==> src/rtl/gp_defines.svh <==
// Function
// - port 3 word 0 bits 23..16 switch each pin's pull-up
// - port 3 word 0 bits 7..0 switch each pin's output driver
// - port 3 word 1 bits 7..0 give each driven pin's level
// - port 3 word 1 bits 23..16 switch each pin's input buffer
// - port 3 word 2 bits 7..0 read back each pin's level
// - port 3 word 2 bit 17 shows op-amp routing onto pin 1
// - each port 6 pin has output enable, value, input enable, level
// - port 6 fields sit in four words, pin 2k low byte, 2k+1 high
// - mode register chooses segment data or pin configuration in those words
// - segments two to nine map in order onto the port 6 bytes
// - used segment bits follow duty: six, five, four or three bits
// - port 2 has pull-up, output enable and input enable fields
`ifndef GP_DEFINES_SVH
`define GP_DEFINES_SVH

// ----------------------------------------
// register addresses
// ----------------------------------------
`define GP_ADDR_P2_W0 32'h00040810
`define GP_ADDR_P2_W1 32'h00040814
`define GP_ADDR_P2_W2 32'h00040818
`define GP_ADDR_P3_W0 32'h00040820
`define GP_ADDR_P3_W1 32'h00040824
`define GP_ADDR_P3_W2 32'h00040828
`define GP_ADDR_P6_W0 32'h00040850
`define GP_ADDR_P6_W1 32'h00040854
`define GP_ADDR_P6_W2 32'h00040858
`define GP_ADDR_P6_W3 32'h0004085C
`define GP_ADDR_LCD_MODE 32'h00041B04

// ----------------------------------------
// field positions
// ----------------------------------------
`define GP_LO_LSB 0
`define GP_HI_LSB 16
`define GP_ROUTE_BIT 17
`define GP_LCD_MODE_BIT 0
`define GP_P6_OE_BIT 3
`define GP_P6_IE_BIT 2
`define GP_P6_DO_BIT 1
`define GP_P6_DI_BIT 0
`define GP_HTRANS_ACT_BIT 1
`define GP_OPAMP_PIN 7
`define GP_REF_PIN 6

// ----------------------------------------
// values
// ----------------------------------------
`define GP_ZERO_BYTE 8'h00
`define GP_ZERO_WORD 32'h00000000
`define GP_ZERO_SEG 6'h00
`define GP_MASK_D3 6'h07
`define GP_MASK_D4 6'h0F
`define GP_MASK_D5 6'h1F
`define GP_MASK_D6 6'h3F

`endif

==> src/rtl/gp_pkg.sv <==
package gp_pkg;

  typedef struct packed {
    logic pu;
    logic ie;
    logic oe;
    logic out;
  } gp_pad_t;

  typedef enum logic [3:0] {
    reg_none, reg_p2_w0, reg_p2_w1, reg_p2_w2,
    reg_p3_w0, reg_p3_w1, reg_p3_w2,
    reg_p6_w0, reg_p6_w1, reg_p6_w2, reg_p6_w3, reg_lcd_mode
  } gp_reg_t;

  typedef enum logic [1:0] {
    duty_1_3, duty_1_4, duty_1_5, duty_1_6
  } gp_duty_t;

  typedef struct packed {
    gp_pad_t pad;
    logic level;
  } gp_cell_state_t;

  typedef struct packed {
    logic [7:0] p2_pu;
    logic [7:0] p2_oe;
    logic [7:0] p2_ie;
    logic [7:0] p2_do;
    logic [7:0] p3_pu;
    logic [7:0] p3_oe;
    logic [7:0] p3_ie;
    logic [7:0] p3_do;
    logic [7:0][5:0] p6_cfg;
    logic lcd_mode;
    logic [7:0][5:0] seg;
    logic wr_pend;
    logic rd_pend;
    gp_reg_t addr_q;
    logic [31:0] rdata;
    logic readyout;
    logic resp;
  } gp_top_state_t;

endpackage : gp_pkg

==> src/rtl/gp_ports_top.sv <==
`timescale 1ns/1ps
`default_nettype none
`include "gp_defines.svh"
module gp_ports_top (
  input wire logic hclk,
  input wire logic hresetn,
  input wire logic hsel,
  input wire logic [31:0] haddr,
  input wire logic [1:0] htrans,
  input wire logic hwrite,
  input wire logic [2:0] hsize,
  input wire logic [31:0] hwdata,
  input wire logic hready,
  output var logic [31:0] hrdata,
  output var logic hreadyout,
  output var logic hresp,
  input wire logic [7:0] port2_pad_in,
  input wire logic [7:0] port3_pad_in,
  input wire logic [7:0] port6_pad_in,
  input wire logic opamp_pin_output_enable,
  input wire logic reference_out_enable,
  input wire logic opamp_to_pin1_route_enable,
  input wire gp_pkg::gp_duty_t lcd_duty,
  output var gp_pkg::gp_pad_t [7:0] port2_pad,
  output var gp_pkg::gp_pad_t [7:0] port3_pad,
  output var gp_pkg::gp_pad_t [7:0] port6_pad,
  output var logic [7:0][5:0] lcd_segment_data
);

  gp_pkg::gp_top_state_t s_reg;
  gp_pkg::gp_top_state_t s_next;

  logic [7:0] port2_input_level;
  logic [7:0] port3_input_level;
  logic [7:0] port6_pin_input_level;
  logic [7:0] port3_hold;
  logic [7:0] port6_pin_output_enable;
  logic [7:0] port6_pin_input_enable;
  logic [7:0] port6_pin_output_value;
  logic accept;
  logic [5:0] duty_mask;
  logic take_wr;
  logic take_rd;
  logic [7:0] port2_hold;
  logic [7:0][7:0] p6_view;

  // ----------------------------------------
  // address decode
  // ----------------------------------------
  function automatic gp_pkg::gp_reg_t decode_addr(input logic [31:0] a);
    gp_pkg::gp_reg_t r;
    r = gp_pkg::reg_none;
    if (a == `GP_ADDR_P2_W0) begin
      r = gp_pkg::reg_p2_w0;
    end else if (a == `GP_ADDR_P2_W1) begin
      r = gp_pkg::reg_p2_w1;
    end else if (a == `GP_ADDR_P2_W2) begin
      r = gp_pkg::reg_p2_w2;
    end else if (a == `GP_ADDR_P3_W0) begin
      r = gp_pkg::reg_p3_w0;
    end else if (a == `GP_ADDR_P3_W1) begin
      r = gp_pkg::reg_p3_w1;
    end else if (a == `GP_ADDR_P3_W2) begin
      r = gp_pkg::reg_p3_w2;
    end else if (a == `GP_ADDR_P6_W0) begin
      r = gp_pkg::reg_p6_w0;
    end else if (a == `GP_ADDR_P6_W1) begin
      r = gp_pkg::reg_p6_w1;
    end else if (a == `GP_ADDR_P6_W2) begin
      r = gp_pkg::reg_p6_w2;
    end else if (a == `GP_ADDR_P6_W3) begin
      r = gp_pkg::reg_p6_w3;
    end else if (a == `GP_ADDR_LCD_MODE) begin
      r = gp_pkg::reg_lcd_mode;
    end
    return r;
  endfunction : decode_addr

  // ----------------------------------------
  // port 6 byte view
  // ----------------------------------------
  function automatic logic [7:0] p6_byte(
    input logic [5:0] cfg,
    input logic lvl,
    input logic lcd
  );
    logic [7:0] b;
    b = `GP_ZERO_BYTE;
    if (lcd) begin
      b[5:0] = cfg;
    end else begin
      b[`GP_P6_OE_BIT] = cfg[`GP_P6_OE_BIT];
      b[`GP_P6_IE_BIT] = cfg[`GP_P6_IE_BIT];
      b[`GP_P6_DO_BIT] = cfg[`GP_P6_DO_BIT];
      b[`GP_P6_DI_BIT] = lvl;
    end
    return b;
  endfunction : p6_byte

  function automatic logic [5:0] p6_store(
    input logic [5:0] cfg,
    input logic [7:0] wb,
    input logic lcd
  );
    logic [5:0] c;
    c = cfg;
    if (lcd) begin
      c = wb[5:0];
    end else begin
      c[`GP_P6_OE_BIT] = wb[`GP_P6_OE_BIT];
      c[`GP_P6_IE_BIT] = wb[`GP_P6_IE_BIT];
      c[`GP_P6_DO_BIT] = wb[`GP_P6_DO_BIT];
    end
    return c;
  endfunction : p6_store

  // ----------------------------------------
  // lcd duty mask
  // ----------------------------------------
  always_comb begin
    case (lcd_duty)
      gp_pkg::duty_1_3: duty_mask = `GP_MASK_D3;
      gp_pkg::duty_1_4: duty_mask = `GP_MASK_D4;
      gp_pkg::duty_1_5: duty_mask = `GP_MASK_D5;
      default: duty_mask = `GP_MASK_D6;
    endcase
  end

  assign accept = hsel & hready & htrans[`GP_HTRANS_ACT_BIT];
  assign take_wr = accept & hwrite;
  assign take_rd = accept & ~hwrite;

  // ----------------------------------------
  // port 6 read view
  // ----------------------------------------
  always_comb begin
    for (int k = 0; k < 8; k++) begin
      p6_view[k] = p6_byte(s_reg.p6_cfg[k], port6_pin_input_level[k], s_reg.lcd_mode);
    end
  end

  // ----------------------------------------
  // register state
  // ----------------------------------------
  always_comb begin
    s_next = s_reg;
    s_next.wr_pend = 1'b0;
    s_next.rd_pend = 1'b0;
    s_next.resp = 1'b0;
    // write data phase, zero wait
    if (s_reg.wr_pend) begin
      case (s_reg.addr_q)
        gp_pkg::reg_p2_w0: begin
          s_next.p2_pu = hwdata[`GP_HI_LSB +: 8];
          s_next.p2_oe = hwdata[`GP_LO_LSB +: 8];
        end
        gp_pkg::reg_p2_w1: begin
          s_next.p2_ie = hwdata[`GP_HI_LSB +: 8];
          s_next.p2_do = hwdata[`GP_LO_LSB +: 8];
        end
        gp_pkg::reg_p3_w0: begin
          s_next.p3_pu = hwdata[`GP_HI_LSB +: 8];
          s_next.p3_oe = hwdata[`GP_LO_LSB +: 8];
        end
        gp_pkg::reg_p3_w1: begin
          s_next.p3_ie = hwdata[`GP_HI_LSB +: 8];
          s_next.p3_do = hwdata[`GP_LO_LSB +: 8];
        end
        gp_pkg::reg_p6_w0: begin
          s_next.p6_cfg[0] = p6_store(s_reg.p6_cfg[0], hwdata[`GP_LO_LSB +: 8], s_reg.lcd_mode);
          s_next.p6_cfg[1] = p6_store(s_reg.p6_cfg[1], hwdata[`GP_HI_LSB +: 8], s_reg.lcd_mode);
        end
        gp_pkg::reg_p6_w1: begin
          s_next.p6_cfg[2] = p6_store(s_reg.p6_cfg[2], hwdata[`GP_LO_LSB +: 8], s_reg.lcd_mode);
          s_next.p6_cfg[3] = p6_store(s_reg.p6_cfg[3], hwdata[`GP_HI_LSB +: 8], s_reg.lcd_mode);
        end
        gp_pkg::reg_p6_w2: begin
          s_next.p6_cfg[4] = p6_store(s_reg.p6_cfg[4], hwdata[`GP_LO_LSB +: 8], s_reg.lcd_mode);
          s_next.p6_cfg[5] = p6_store(s_reg.p6_cfg[5], hwdata[`GP_HI_LSB +: 8], s_reg.lcd_mode);
        end
        gp_pkg::reg_p6_w3: begin
          s_next.p6_cfg[6] = p6_store(s_reg.p6_cfg[6], hwdata[`GP_LO_LSB +: 8], s_reg.lcd_mode);
          s_next.p6_cfg[7] = p6_store(s_reg.p6_cfg[7], hwdata[`GP_HI_LSB +: 8], s_reg.lcd_mode);
        end
        gp_pkg::reg_lcd_mode: begin
          s_next.lcd_mode = hwdata[`GP_LCD_MODE_BIT];
        end
        default: begin
          // read-only and unmapped words ignore writes
          s_next.resp = 1'b0;
        end
      endcase
    end
    // read: one wait cycle, then data
    if (s_reg.rd_pend) begin
      s_next.rdata = `GP_ZERO_WORD;
      s_next.readyout = 1'b1;
      case (s_reg.addr_q)
        gp_pkg::reg_p2_w0: begin
          s_next.rdata[`GP_HI_LSB +: 8] = s_reg.p2_pu;
          s_next.rdata[`GP_LO_LSB +: 8] = s_reg.p2_oe;
        end
        gp_pkg::reg_p2_w1: begin
          s_next.rdata[`GP_HI_LSB +: 8] = s_reg.p2_ie;
          s_next.rdata[`GP_LO_LSB +: 8] = s_reg.p2_do;
        end
        gp_pkg::reg_p2_w2: begin
          s_next.rdata[`GP_LO_LSB +: 8] = port2_input_level;
        end
        gp_pkg::reg_p3_w0: begin
          s_next.rdata[`GP_HI_LSB +: 8] = s_reg.p3_pu;
          s_next.rdata[`GP_LO_LSB +: 8] = s_reg.p3_oe;
        end
        gp_pkg::reg_p3_w1: begin
          s_next.rdata[`GP_HI_LSB +: 8] = s_reg.p3_ie;
          s_next.rdata[`GP_LO_LSB +: 8] = s_reg.p3_do;
        end
        gp_pkg::reg_p3_w2: begin
          s_next.rdata[`GP_ROUTE_BIT] = opamp_to_pin1_route_enable;
          s_next.rdata[`GP_LO_LSB +: 8] = port3_input_level;
        end
        gp_pkg::reg_p6_w0: begin
          s_next.rdata[`GP_LO_LSB +: 8] = p6_view[0];
          s_next.rdata[`GP_HI_LSB +: 8] = p6_view[1];
        end
        gp_pkg::reg_p6_w1: begin
          s_next.rdata[`GP_LO_LSB +: 8] = p6_view[2];
          s_next.rdata[`GP_HI_LSB +: 8] = p6_view[3];
        end
        gp_pkg::reg_p6_w2: begin
          s_next.rdata[`GP_LO_LSB +: 8] = p6_view[4];
          s_next.rdata[`GP_HI_LSB +: 8] = p6_view[5];
        end
        gp_pkg::reg_p6_w3: begin
          s_next.rdata[`GP_LO_LSB +: 8] = p6_view[6];
          s_next.rdata[`GP_HI_LSB +: 8] = p6_view[7];
        end
        gp_pkg::reg_lcd_mode: begin
          s_next.rdata[`GP_LCD_MODE_BIT] = s_reg.lcd_mode;
        end
        default: begin
          s_next.rdata = `GP_ZERO_WORD;
        end
      endcase
    end
    // address phase
    if (accept) begin
      s_next.addr_q = decode_addr(haddr);
      s_next.wr_pend = take_wr;
      s_next.rd_pend = take_rd;
      s_next.readyout = hwrite;
    end
    // segment outputs, slot j is segment j+2
    for (int j = 0; j < 8; j++) begin
      if (s_reg.lcd_mode) begin
        s_next.seg[j] = s_reg.p6_cfg[j] & duty_mask;
      end else begin
        s_next.seg[j] = `GP_ZERO_SEG;
      end
    end
  end

  always_ff @(posedge hclk or negedge hresetn) begin
    if (!hresetn) begin
      s_reg <= '0;
      s_reg.readyout <= 1'b1;
    end else begin
      s_reg <= s_next;
    end
  end

  // ----------------------------------------
  // pin drive
  // ----------------------------------------
  always_comb begin
    port2_hold = `GP_ZERO_BYTE;
    port3_hold = `GP_ZERO_BYTE;
    port3_hold[`GP_OPAMP_PIN] = opamp_pin_output_enable;
    port3_hold[`GP_REF_PIN] = reference_out_enable;
  end

  // ----------------------------------------
  // port 6 pin controls
  // ----------------------------------------
  always_comb begin
    for (int k = 0; k < 8; k++) begin
      port6_pin_output_enable[k] = s_reg.p6_cfg[k][`GP_P6_OE_BIT];
      port6_pin_input_enable[k] = s_reg.p6_cfg[k][`GP_P6_IE_BIT];
      port6_pin_output_value[k] = s_reg.p6_cfg[k][`GP_P6_DO_BIT];
    end
  end

  genvar i;
  generate
    for (i = 0; i < 8; i++) begin : g_pin
      gp_pin_cell u_p2 (
        .hclk(hclk),
        .hresetn(hresetn),
        .pullup_req(s_reg.p2_pu[i]),
        .output_req(s_reg.p2_oe[i]),
        .value_req(s_reg.p2_do[i]),
        .input_req(s_reg.p2_ie[i]),
        .analog_hold(port2_hold[i]),
        .pad_in(port2_pad_in[i]),
        .pad(port2_pad[i]),
        .level(port2_input_level[i])
      );
      gp_pin_cell u_p3 (
        .hclk(hclk),
        .hresetn(hresetn),
        .pullup_req(s_reg.p3_pu[i]),
        .output_req(s_reg.p3_oe[i]),
        .value_req(s_reg.p3_do[i]),
        .input_req(s_reg.p3_ie[i]),
        .analog_hold(port3_hold[i]),
        .pad_in(port3_pad_in[i]),
        .pad(port3_pad[i]),
        .level(port3_input_level[i])
      );
      gp_pin_cell u_p6 (
        .hclk(hclk),
        .hresetn(hresetn),
        .pullup_req(1'b0),
        .output_req(port6_pin_output_enable[i]),
        .value_req(port6_pin_output_value[i]),
        .input_req(port6_pin_input_enable[i]),
        .analog_hold(s_reg.lcd_mode),
        .pad_in(port6_pad_in[i]),
        .pad(port6_pad[i]),
        .level(port6_pin_input_level[i])
      );
    end
  endgenerate

  // ----------------------------------------
  // outputs
  // ----------------------------------------
  assign hrdata = s_reg.rdata;
  assign hreadyout = s_reg.readyout;
  assign hresp = s_reg.resp;
  assign lcd_segment_data = s_reg.seg;

endmodule : gp_ports_top
`default_nettype wire

==> src/rtl/gp_pin_cell.sv <==
`timescale 1ns/1ps
`default_nettype none
module gp_pin_cell (
  input wire logic hclk,
  input wire logic hresetn,
  input wire logic pullup_req,
  input wire logic output_req,
  input wire logic value_req,
  input wire logic input_req,
  input wire logic analog_hold,
  input wire logic pad_in,
  output var gp_pkg::gp_pad_t pad,
  output var logic level
);

  gp_pkg::gp_cell_state_t s_reg;
  gp_pkg::gp_cell_state_t s_next;

  // ----------------------------------------
  // pad drive and input buffer
  // ----------------------------------------
  always_comb begin
    s_next = s_reg;
    s_next.pad.pu = pullup_req & ~analog_hold;
    s_next.pad.oe = output_req & ~analog_hold;
    s_next.pad.out = value_req;
    s_next.pad.ie = input_req & ~analog_hold;
    // buffer off reads low
    s_next.level = pad_in & input_req & ~analog_hold;
  end

  always_ff @(posedge hclk or negedge hresetn) begin
    if (!hresetn) begin
      s_reg <= '0;
    end else begin
      s_reg <= s_next;
    end
  end

  assign pad = s_reg.pad;
  assign level = s_reg.level;

endmodule : gp_pin_cell
`default_nettype wire

==> config.mk <==
export PLATFORM = sky130hd
export DESIGN_NAME = gp_ports_top
export DESIGN_NICKNAME = d
export VERILOG_FILES = /design/src/rtl/gp_pkg.sv /design/src/rtl/gp_ports_top.sv /design/src/rtl/gp_pin_cell.sv
export VERILOG_INCLUDE_DIRS = /design/src /design/src/rtl
export SDC_FILE = /design/constraint.sdc
export NUM_CORES = 1
export LEC_CHECK = 0
export ABC_AREA = 1
export BUFFER_PORTS_ARGS = -buffer_cell sky130_fd_sc_hd__buf_2
export CAP_MARGIN = 30
export CORE_MARGIN = 3
export CORE_UTILIZATION = 58
export DETAILED_ROUTE_END_ITERATION = 6
export PLACE_DENSITY = 0.85
export SETUP_SLACK_MARGIN = 0.5
export SLEW_MARGIN = 20
export SYNTH_ARGS = -nofsm -noshare
export SYNTH_HDL_FRONTEND = slang
export SYNTH_SLANG_ARGS = --single-unit
export TNS_END_PERCENT = 5
==> constraint.sdc <==
create_clock -name hclk -period 2.52 [get_ports hclk]
set_clock_uncertainty 0.2 [all_clocks]
set_input_delay 0.378 -clock hclk [delete_from_list [all_inputs] [get_ports hclk]]
set_output_delay 0.378 -clock hclk [all_outputs]
set_load 0.01 [all_outputs]
==> impl_metrics.toml, run 1 <==
[outcome]
status = "finished with violations"
violations = "design-rule violations"

[setup_path]
critPathLaunch = "s_reg[39]"
worst-setup-path-type = "register to register"
crit_required_ns = 2.73
worstPathArrival_ns = 2.23
r2r_start = "s_reg[39]"
worst-path-max-fanout = 13
cp-start-kind = "register"
worstSetupEndpointType = "register"

[timing]
tightest_slew_ns = 0.856
setup_slack_ns = 0.497
clock.fmax_ghz = 0.494
finalHoldViolations = 0
setup_tns_ns = 0
drv_slew = 0
setup_violations = 0
max_slew_margin_pct = 42.6
fin_crit_ns = 2.02
finalCritPeriodShare_pct = 80.3
rsz0062_at_grt = "yes"

[power_and_ir_drop]
max-vdd-ir-drop_mv = 0.473
p_leak_nw = 7.59
power_density_mw_per_mm2 = 698

[cells_and_area]
n_fill_cell = 1438
multi_input_area_mm2 = 0.00324
layout-drive-gt1-share_pct = 23.7
finalNetCount = 1589
largest_reg_flops = 95
seq_area_mm2 = 0.00741
area_growth_syn_to_layout_pct = 19.9

[run]
maxCapViolations = 0

[clocking]
cts_tree = "built"
cts-root-buf = "clkbuf_16"
cts_max_level = 1
clk_latency_ns = 0.56
clock_path_buffers = 3
postCtsSetupBuffers = 0
cts_made_buffers = 29
clkSinkCount = 296
clkTransAtPathRegs_ns = 0.06

[yosys]
syn_area_per_cell_um2 = 9.51
ys_warn_count = 0
ys_seq_area_share_pct = 61.6
syn-cell-area_mm2 = 0.0120
ys_types = 34
ys_seq_elements = 296
syn_inst = 1264

[die]
die_x_um = 150
fp.dieH_um = 150
die-area_mm2 = 0.0225
core_area_mm2 = 0.0203
start_util_pct = 59.2
io_pins = 281
rows = 52

[route]
vias = 9454
dr.first_iter.drc_count = 804
wl_met2_um = 15600
drt-total-wl_um = 31800
route.met3.wl_um = 2800
drcViolationCount = 2
dr.pass1.iters = 7
wl_per_cell_um = 17.9
via_per_inst = 5.31
highest_layer = "met4"
drtAntennaViolNets = 0
drt-met1-wl_um = 12100

[grt]
track_usage_pct = 27.9
antenna_found_initial = 1
overflow = 0
grt_max_degree = 76
grt_pass1_vias = 9229
grt_first_pass_wirelength_um = 48700

[place]
gp_congestion = 0.907
place_ws_ns = 0.289
portBuffers = 235
dp_hpwl_um = 20800

[hold_path]
hp-start = "lcd_duty[1]"
hp-class = "primary input to register"
[cell usage in the layout (no fill, tap or decap), types with 4 or more instances in the layout]
master	count
clkinvlp_4	4
buf_2	234
o22ai_1	15
nand2_4	5
nor2_1	107
nand3_1	23
nand4_1	12
clkinv_2	5
clkbuf_8	5
o21ai_1	77
clkbuf_16	29
a21oi_1	19
o21ai_0	50
buf_4	16
nor2_4	8
o2111ai_1	4
inv_2	6
o21ai_2	12
inv_1	142
conb_1	25
dlygate4sd3_1	39
bufinv_16	7
dfrtp_1	294
nand2_1	333
nand2_2	10
[power by group]
part	leakage [nW]	internal, mW	switching, mW
Combinational	4.07	0.148	0.271
Sequential	3.00	4.79	0.0160
Clock	0.523	2.99	1.84
Total	7.59	7.93	2.13
[critical path, cell delays in order, from the launching register on]
cell and delay (ns):
dfrtp_1 0.58, inv_2 0.19, nor2_4 0.33, nand2_1 0.37
nand2_1 0.14, o21ai_1 0.07
[final cells by class]
| class | instances | area share, % |
|---|---|---|
| Antenna cell | 1 | 0.0174 |
| Tap cell | 270 | 2.34 |
| Multi-Input combinational cell | 715 | 22.5 |
| Timing Repair Buffer | 293 | 12.2 |
| Clock buffer | 37 | 5.59 |
| Inverter | 151 | 3.96 |
| Clock inverter | 17 | 1.95 |
| Sequential cell | 296 | 51.4 |
[per-layer routing]
metal / up-vias / track usage [%]
li1: 4289 / -
met1: 4506 / 35.9
met2: 552 / 47.1
met3: 107 / 5.39
met4: 0 / 11.1
met5: - / 0
[cells by family (layout without fill, tap and decap cells)]
| family | count (synthesis) | in the layout | synth area share [%] |
|---|---|---|---|
| buffers and inverters | 277 | 498 | 12.3 |
| other | 1 | 26 | 0.0312 |
| and+or+nand+nor | 503 | 503 | 17.2 |
| AOI/OAI and AO/OA | 187 | 187 | 8.86 |
| DFF | 296 | 296 | 61.6 |
[cells in the mapped netlist (all sizes together)]
| master | count | area share [%] |
|---|---|---|
| nand4 | 12 | 0.62 |
| a21oi | 19 | 0.79 |
| dfrtp | 295 | 61 |
| nand3b | 1 | 0.062 |
| nand2 | 348 | 11 |
| o21ai | 139 | 6.2 |
| a221oi | 2 | 0.25 |
| conb | 1 | 0.031 |
| a211oi | 4 | 0.33 |
| nor3 | 1 | 0.042 |
| o22ai | 15 | 0.78 |
| o21a | 2 | 0.12 |
| o31ai | 2 | 0.12 |
| inv | 149 | 4.7 |
| clkbuf | 5 | 0.16 |
| clkinv | 2 | 0.073 |
| dfstp | 1 | 0.22 |
| nor2 | 117 | 4.2 |
| nand3 | 24 | 1.0 |
| o2111ai | 4 | 0.29 |
| buf | 121 | 7.4 |
[path summary, 6_finish.rpt]
path | end | slack, ns | depth (start not counted)
max in group asynchronous | hreadyout | 1.24 | 3
setup reg to reg | s_reg[135] | 0.50 | 5
setup / recovery | s_reg[135] | 0.50 | 5
hold reg to reg | g_pin[3].u_p3.pad[0] | 0.19 | 0
hold / removal | lcd_segment_data[46] | 0.01 | 3
min in group asynchronous | lcd_segment_data[15] | 0.12 | 2
[repair_timing]
action	CTS	global route
endpoints found under the hold margin	345	0
gates resized for setup	1	4
endpoints found under the setup margin	33	72
hold buffers	39	0
[metrics by stage]
stage / std cells / power, mW / utilization (%) / hold WS [ns] / cell area [um2]
floorplan: 1288 / 5.07 / - / -0.118 / 12100
global placement: 1685 / 5.26 / 63.6 / 0.101 / 12900
detailed placement: 1685 / 5.27 / 63.6 / 0.101 / 12900
CTS: 1778 / 10.1 / 70.9 / 0.00120 / 14400
global route: 1780 / 10.3 / 71.0 / 0.0514 / 14400
finish: 1780 / 10.1 / 71.0 / 0.0111 / 14400
Power figures use the tool's default switching activity.
==> run 2, diff against run 1 <==
--- a/config.mk
+++ b/config.mk
@@ -10,9 +10,9 @@
 export BUFFER_PORTS_ARGS = -buffer_cell sky130_fd_sc_hd__buf_2
 export CAP_MARGIN = 30
 export CORE_MARGIN = 3
-export CORE_UTILIZATION = 58
+export CORE_UTILIZATION = 49
 export DETAILED_ROUTE_END_ITERATION = 6
-export PLACE_DENSITY = 0.85
+export PLACE_DENSITY = 0.77
 export SETUP_SLACK_MARGIN = 0.5
 export SLEW_MARGIN = 20
 export SYNTH_ARGS = -nofsm -noshare
==> constraint.sdc (replaced) <==
create_clock -name hclk -period 1.7 [get_ports hclk]
set_clock_uncertainty 0.2 [all_clocks]
set_input_delay 0.255 -clock hclk [delete_from_list [all_inputs] [get_ports hclk]]
set_output_delay 0.255 -clock hclk [all_outputs]
set_load 0.01 [all_outputs]
==> run 2 against run 1 <==
  * The flow finishes with violations (negative hold slack, negative setup slack)
  * Register-to-register slack worse by 0.58 ns
  * Utilization shrank 2.1 points
  * First-iteration DRC count shrank 8.3%
  * Via count up 2.5%
  * Wire length up 9.6%
  * Hold slack got worse by 0.051 ns
  * Combinational power grew 68%
  * Maximum frequency increased by 14%
  * Largest cell class unchanged
==> impl_metrics.toml, run 2 (same netlist as run 1, synthesis figures left out) <==
[setup_path]
worst-path-max-fanout = 5
worstPathArrival_ns = 2.06
cp-start-kind = "register"
crit_required_ns = 1.98
worstSetupEndpointType = "register"
worst-setup-path-type = "register to register"

[clocking]
clk_latency_ns = 0.54
cts_max_level = 1
clock_path_buffers = 3
clkTransAtPathRegs_ns = 0.07
cts_made_buffers = 28
cts-root-buf = "clkbuf_16"
cts_tree = "built"
clkSinkCount = 296

[timing]
finalHoldViolations = 5
rsz0062_at_grt = "yes"
setup_slack_ns = -0.0781
setup_tns_ns = -1.18
clock.fmax_ghz = 0.562
setup_violations = 39
drv_slew = 0
fin_crit_ns = 1.78
finalCritPeriodShare_pct = 105
hold_ws_ns = -0.0400

[grt]
grt_max_degree = 45
overflow = 0
grt_first_pass_wirelength_um = 51400
antenna_found_initial = 0
grt_pass1_vias = 9618
track_usage_pct = 24.7

[route]
drtAntennaViolNets = 0
drcViolationCount = 0
dr.pass1.iters = 6
via_per_inst = 5.08
vias = 9688
drt-total-wl_um = 34900
dr.first_iter.drc_count = 737
wl_per_cell_um = 18.3

[power_and_ir_drop]
max-vdd-ir-drop_mv = 0.655
p_leak_nw = 8.38
power_density_mw_per_mm2 = 890

[die]
fp.dieH_um = 163
rows = 56
io_pins = 281
die-area_mm2 = 0.0264
start_util_pct = 50.6
core_area_mm2 = 0.0238
die_x_um = 163

[cells_and_area]
antenna_cells = 0
layout-drive-gt1-share_pct = 35.5
stdcell_area_mm2 = 0.0164
final_cell_mix = "291 x dfrtp_1, 268 x nand2_1, 191 x buf_2"
finalNetCount = 1669
largest_reg_flops = 95
area_growth_syn_to_layout_pct = 36.2
layout_commonest_cell = "dfrtp_1"
n_fill_cell = 1697
final_util_pct = 68.9

[run]
maxCapViolations = 0

[place]
gp_congestion = 0.894
dp_hpwl_um = 22800
placed_area_mm2 = 0.0136
portBuffers = 235

[outcome]
status = "finished with violations"
violations = "negative hold slack, negative setup slack"

[hold_path]
hp-class = "primary input to register"
run 2: metal layers:
| layer | part of all wire [%] | routed length (um) | global-route usage, % | vias to the layer above |
|---|---|---|---|---|
| met1 | 39 | 13500 | 31.8 | 4723 |
| met2 | 51 | 17800 | 42.5 | 456 |
| met5 | 0 | 0 | 0 | - |
| met4 | 2.9 | 1010 | 8.19 | 0 |
| met3 | 7.7 | 2670 | 4.73 | 76 |
| li1 | - | - | - | 4433 |
run 2: layout make-up:
type	count	area [um2]	area share, %
multi-input cells	715	3880	23.7
inverters	151	603	3.68
repair buffers	373	3070	18.7
clock buffers	40	817	4.99
flip-flops and latches	296	7410	45.3
repair inverters	1	6.26	0.0382
clock inverters	11	180	1.10
well taps	319	399	2.44
run 2: path summary, 6_finish.rpt:
kind,start,end,slack [ns],depth (start not counted)
setup / recovery,s_reg[37],hrdata[0],-0.08,10
hold / removal,hready,s_reg[37],-0.04,5
setup reg to reg,s_reg[37],hrdata[0],-0.08,10
hold reg to reg,s_reg[200],g_pin[7].u_p2.pad[3],0.21,0
max in group asynchronous,hresetn,s_reg[186],0.67,3
min in group asynchronous,hresetn,g_pin[7].u_p6.pad[2],0.01,2
run 2: power breakdown:
group	switching [mW]	internal, mW
logic	0.428	0.275
clock network	2.64	4.09
registers	0.0219	7.11
run 2: metrics by stage:
stage	setup WS (ns)	instances	hold WS, ns	power (mW)
after CTS	-0.0556	1892	0.0135	14.6
after floorplan	0.194	1288	-0.241	7.52
after global routing	-0.159	1906	0.0110	15.0
after global placement	-0.0399	1788	-0.0140	7.82
after detailed placement	-0.0848	1788	-0.0133	7.84
final	-0.0781	1906	-0.0400	14.6
run 2: worst max-delay path: stages, from the launching register on:
cell and delay, ns:
dfrtp_1 0.36, inv_2 0.06, buf_6 0.11, nor2_4 0.21, nand2_4 0.16, buf_12 0.17, o22ai_2 0.15, nor2_1 0.08
nand3_1 0.08, nand2_1 0.06, nand2_1 0.08
run 2: repair_timing:
| action | CTS | global route |
|---|---|---|
| pin swaps | 60 | 50 |
| hold buffers | 49 | 1 |
| buffers inserted | 4 | 10 |
| cloned | 0 | 3 |
| endpoints found under the hold margin | 466 | 3 |
| setup endpoints to repair | 319 | 345 |
| resized for setup | 166 | 159 |
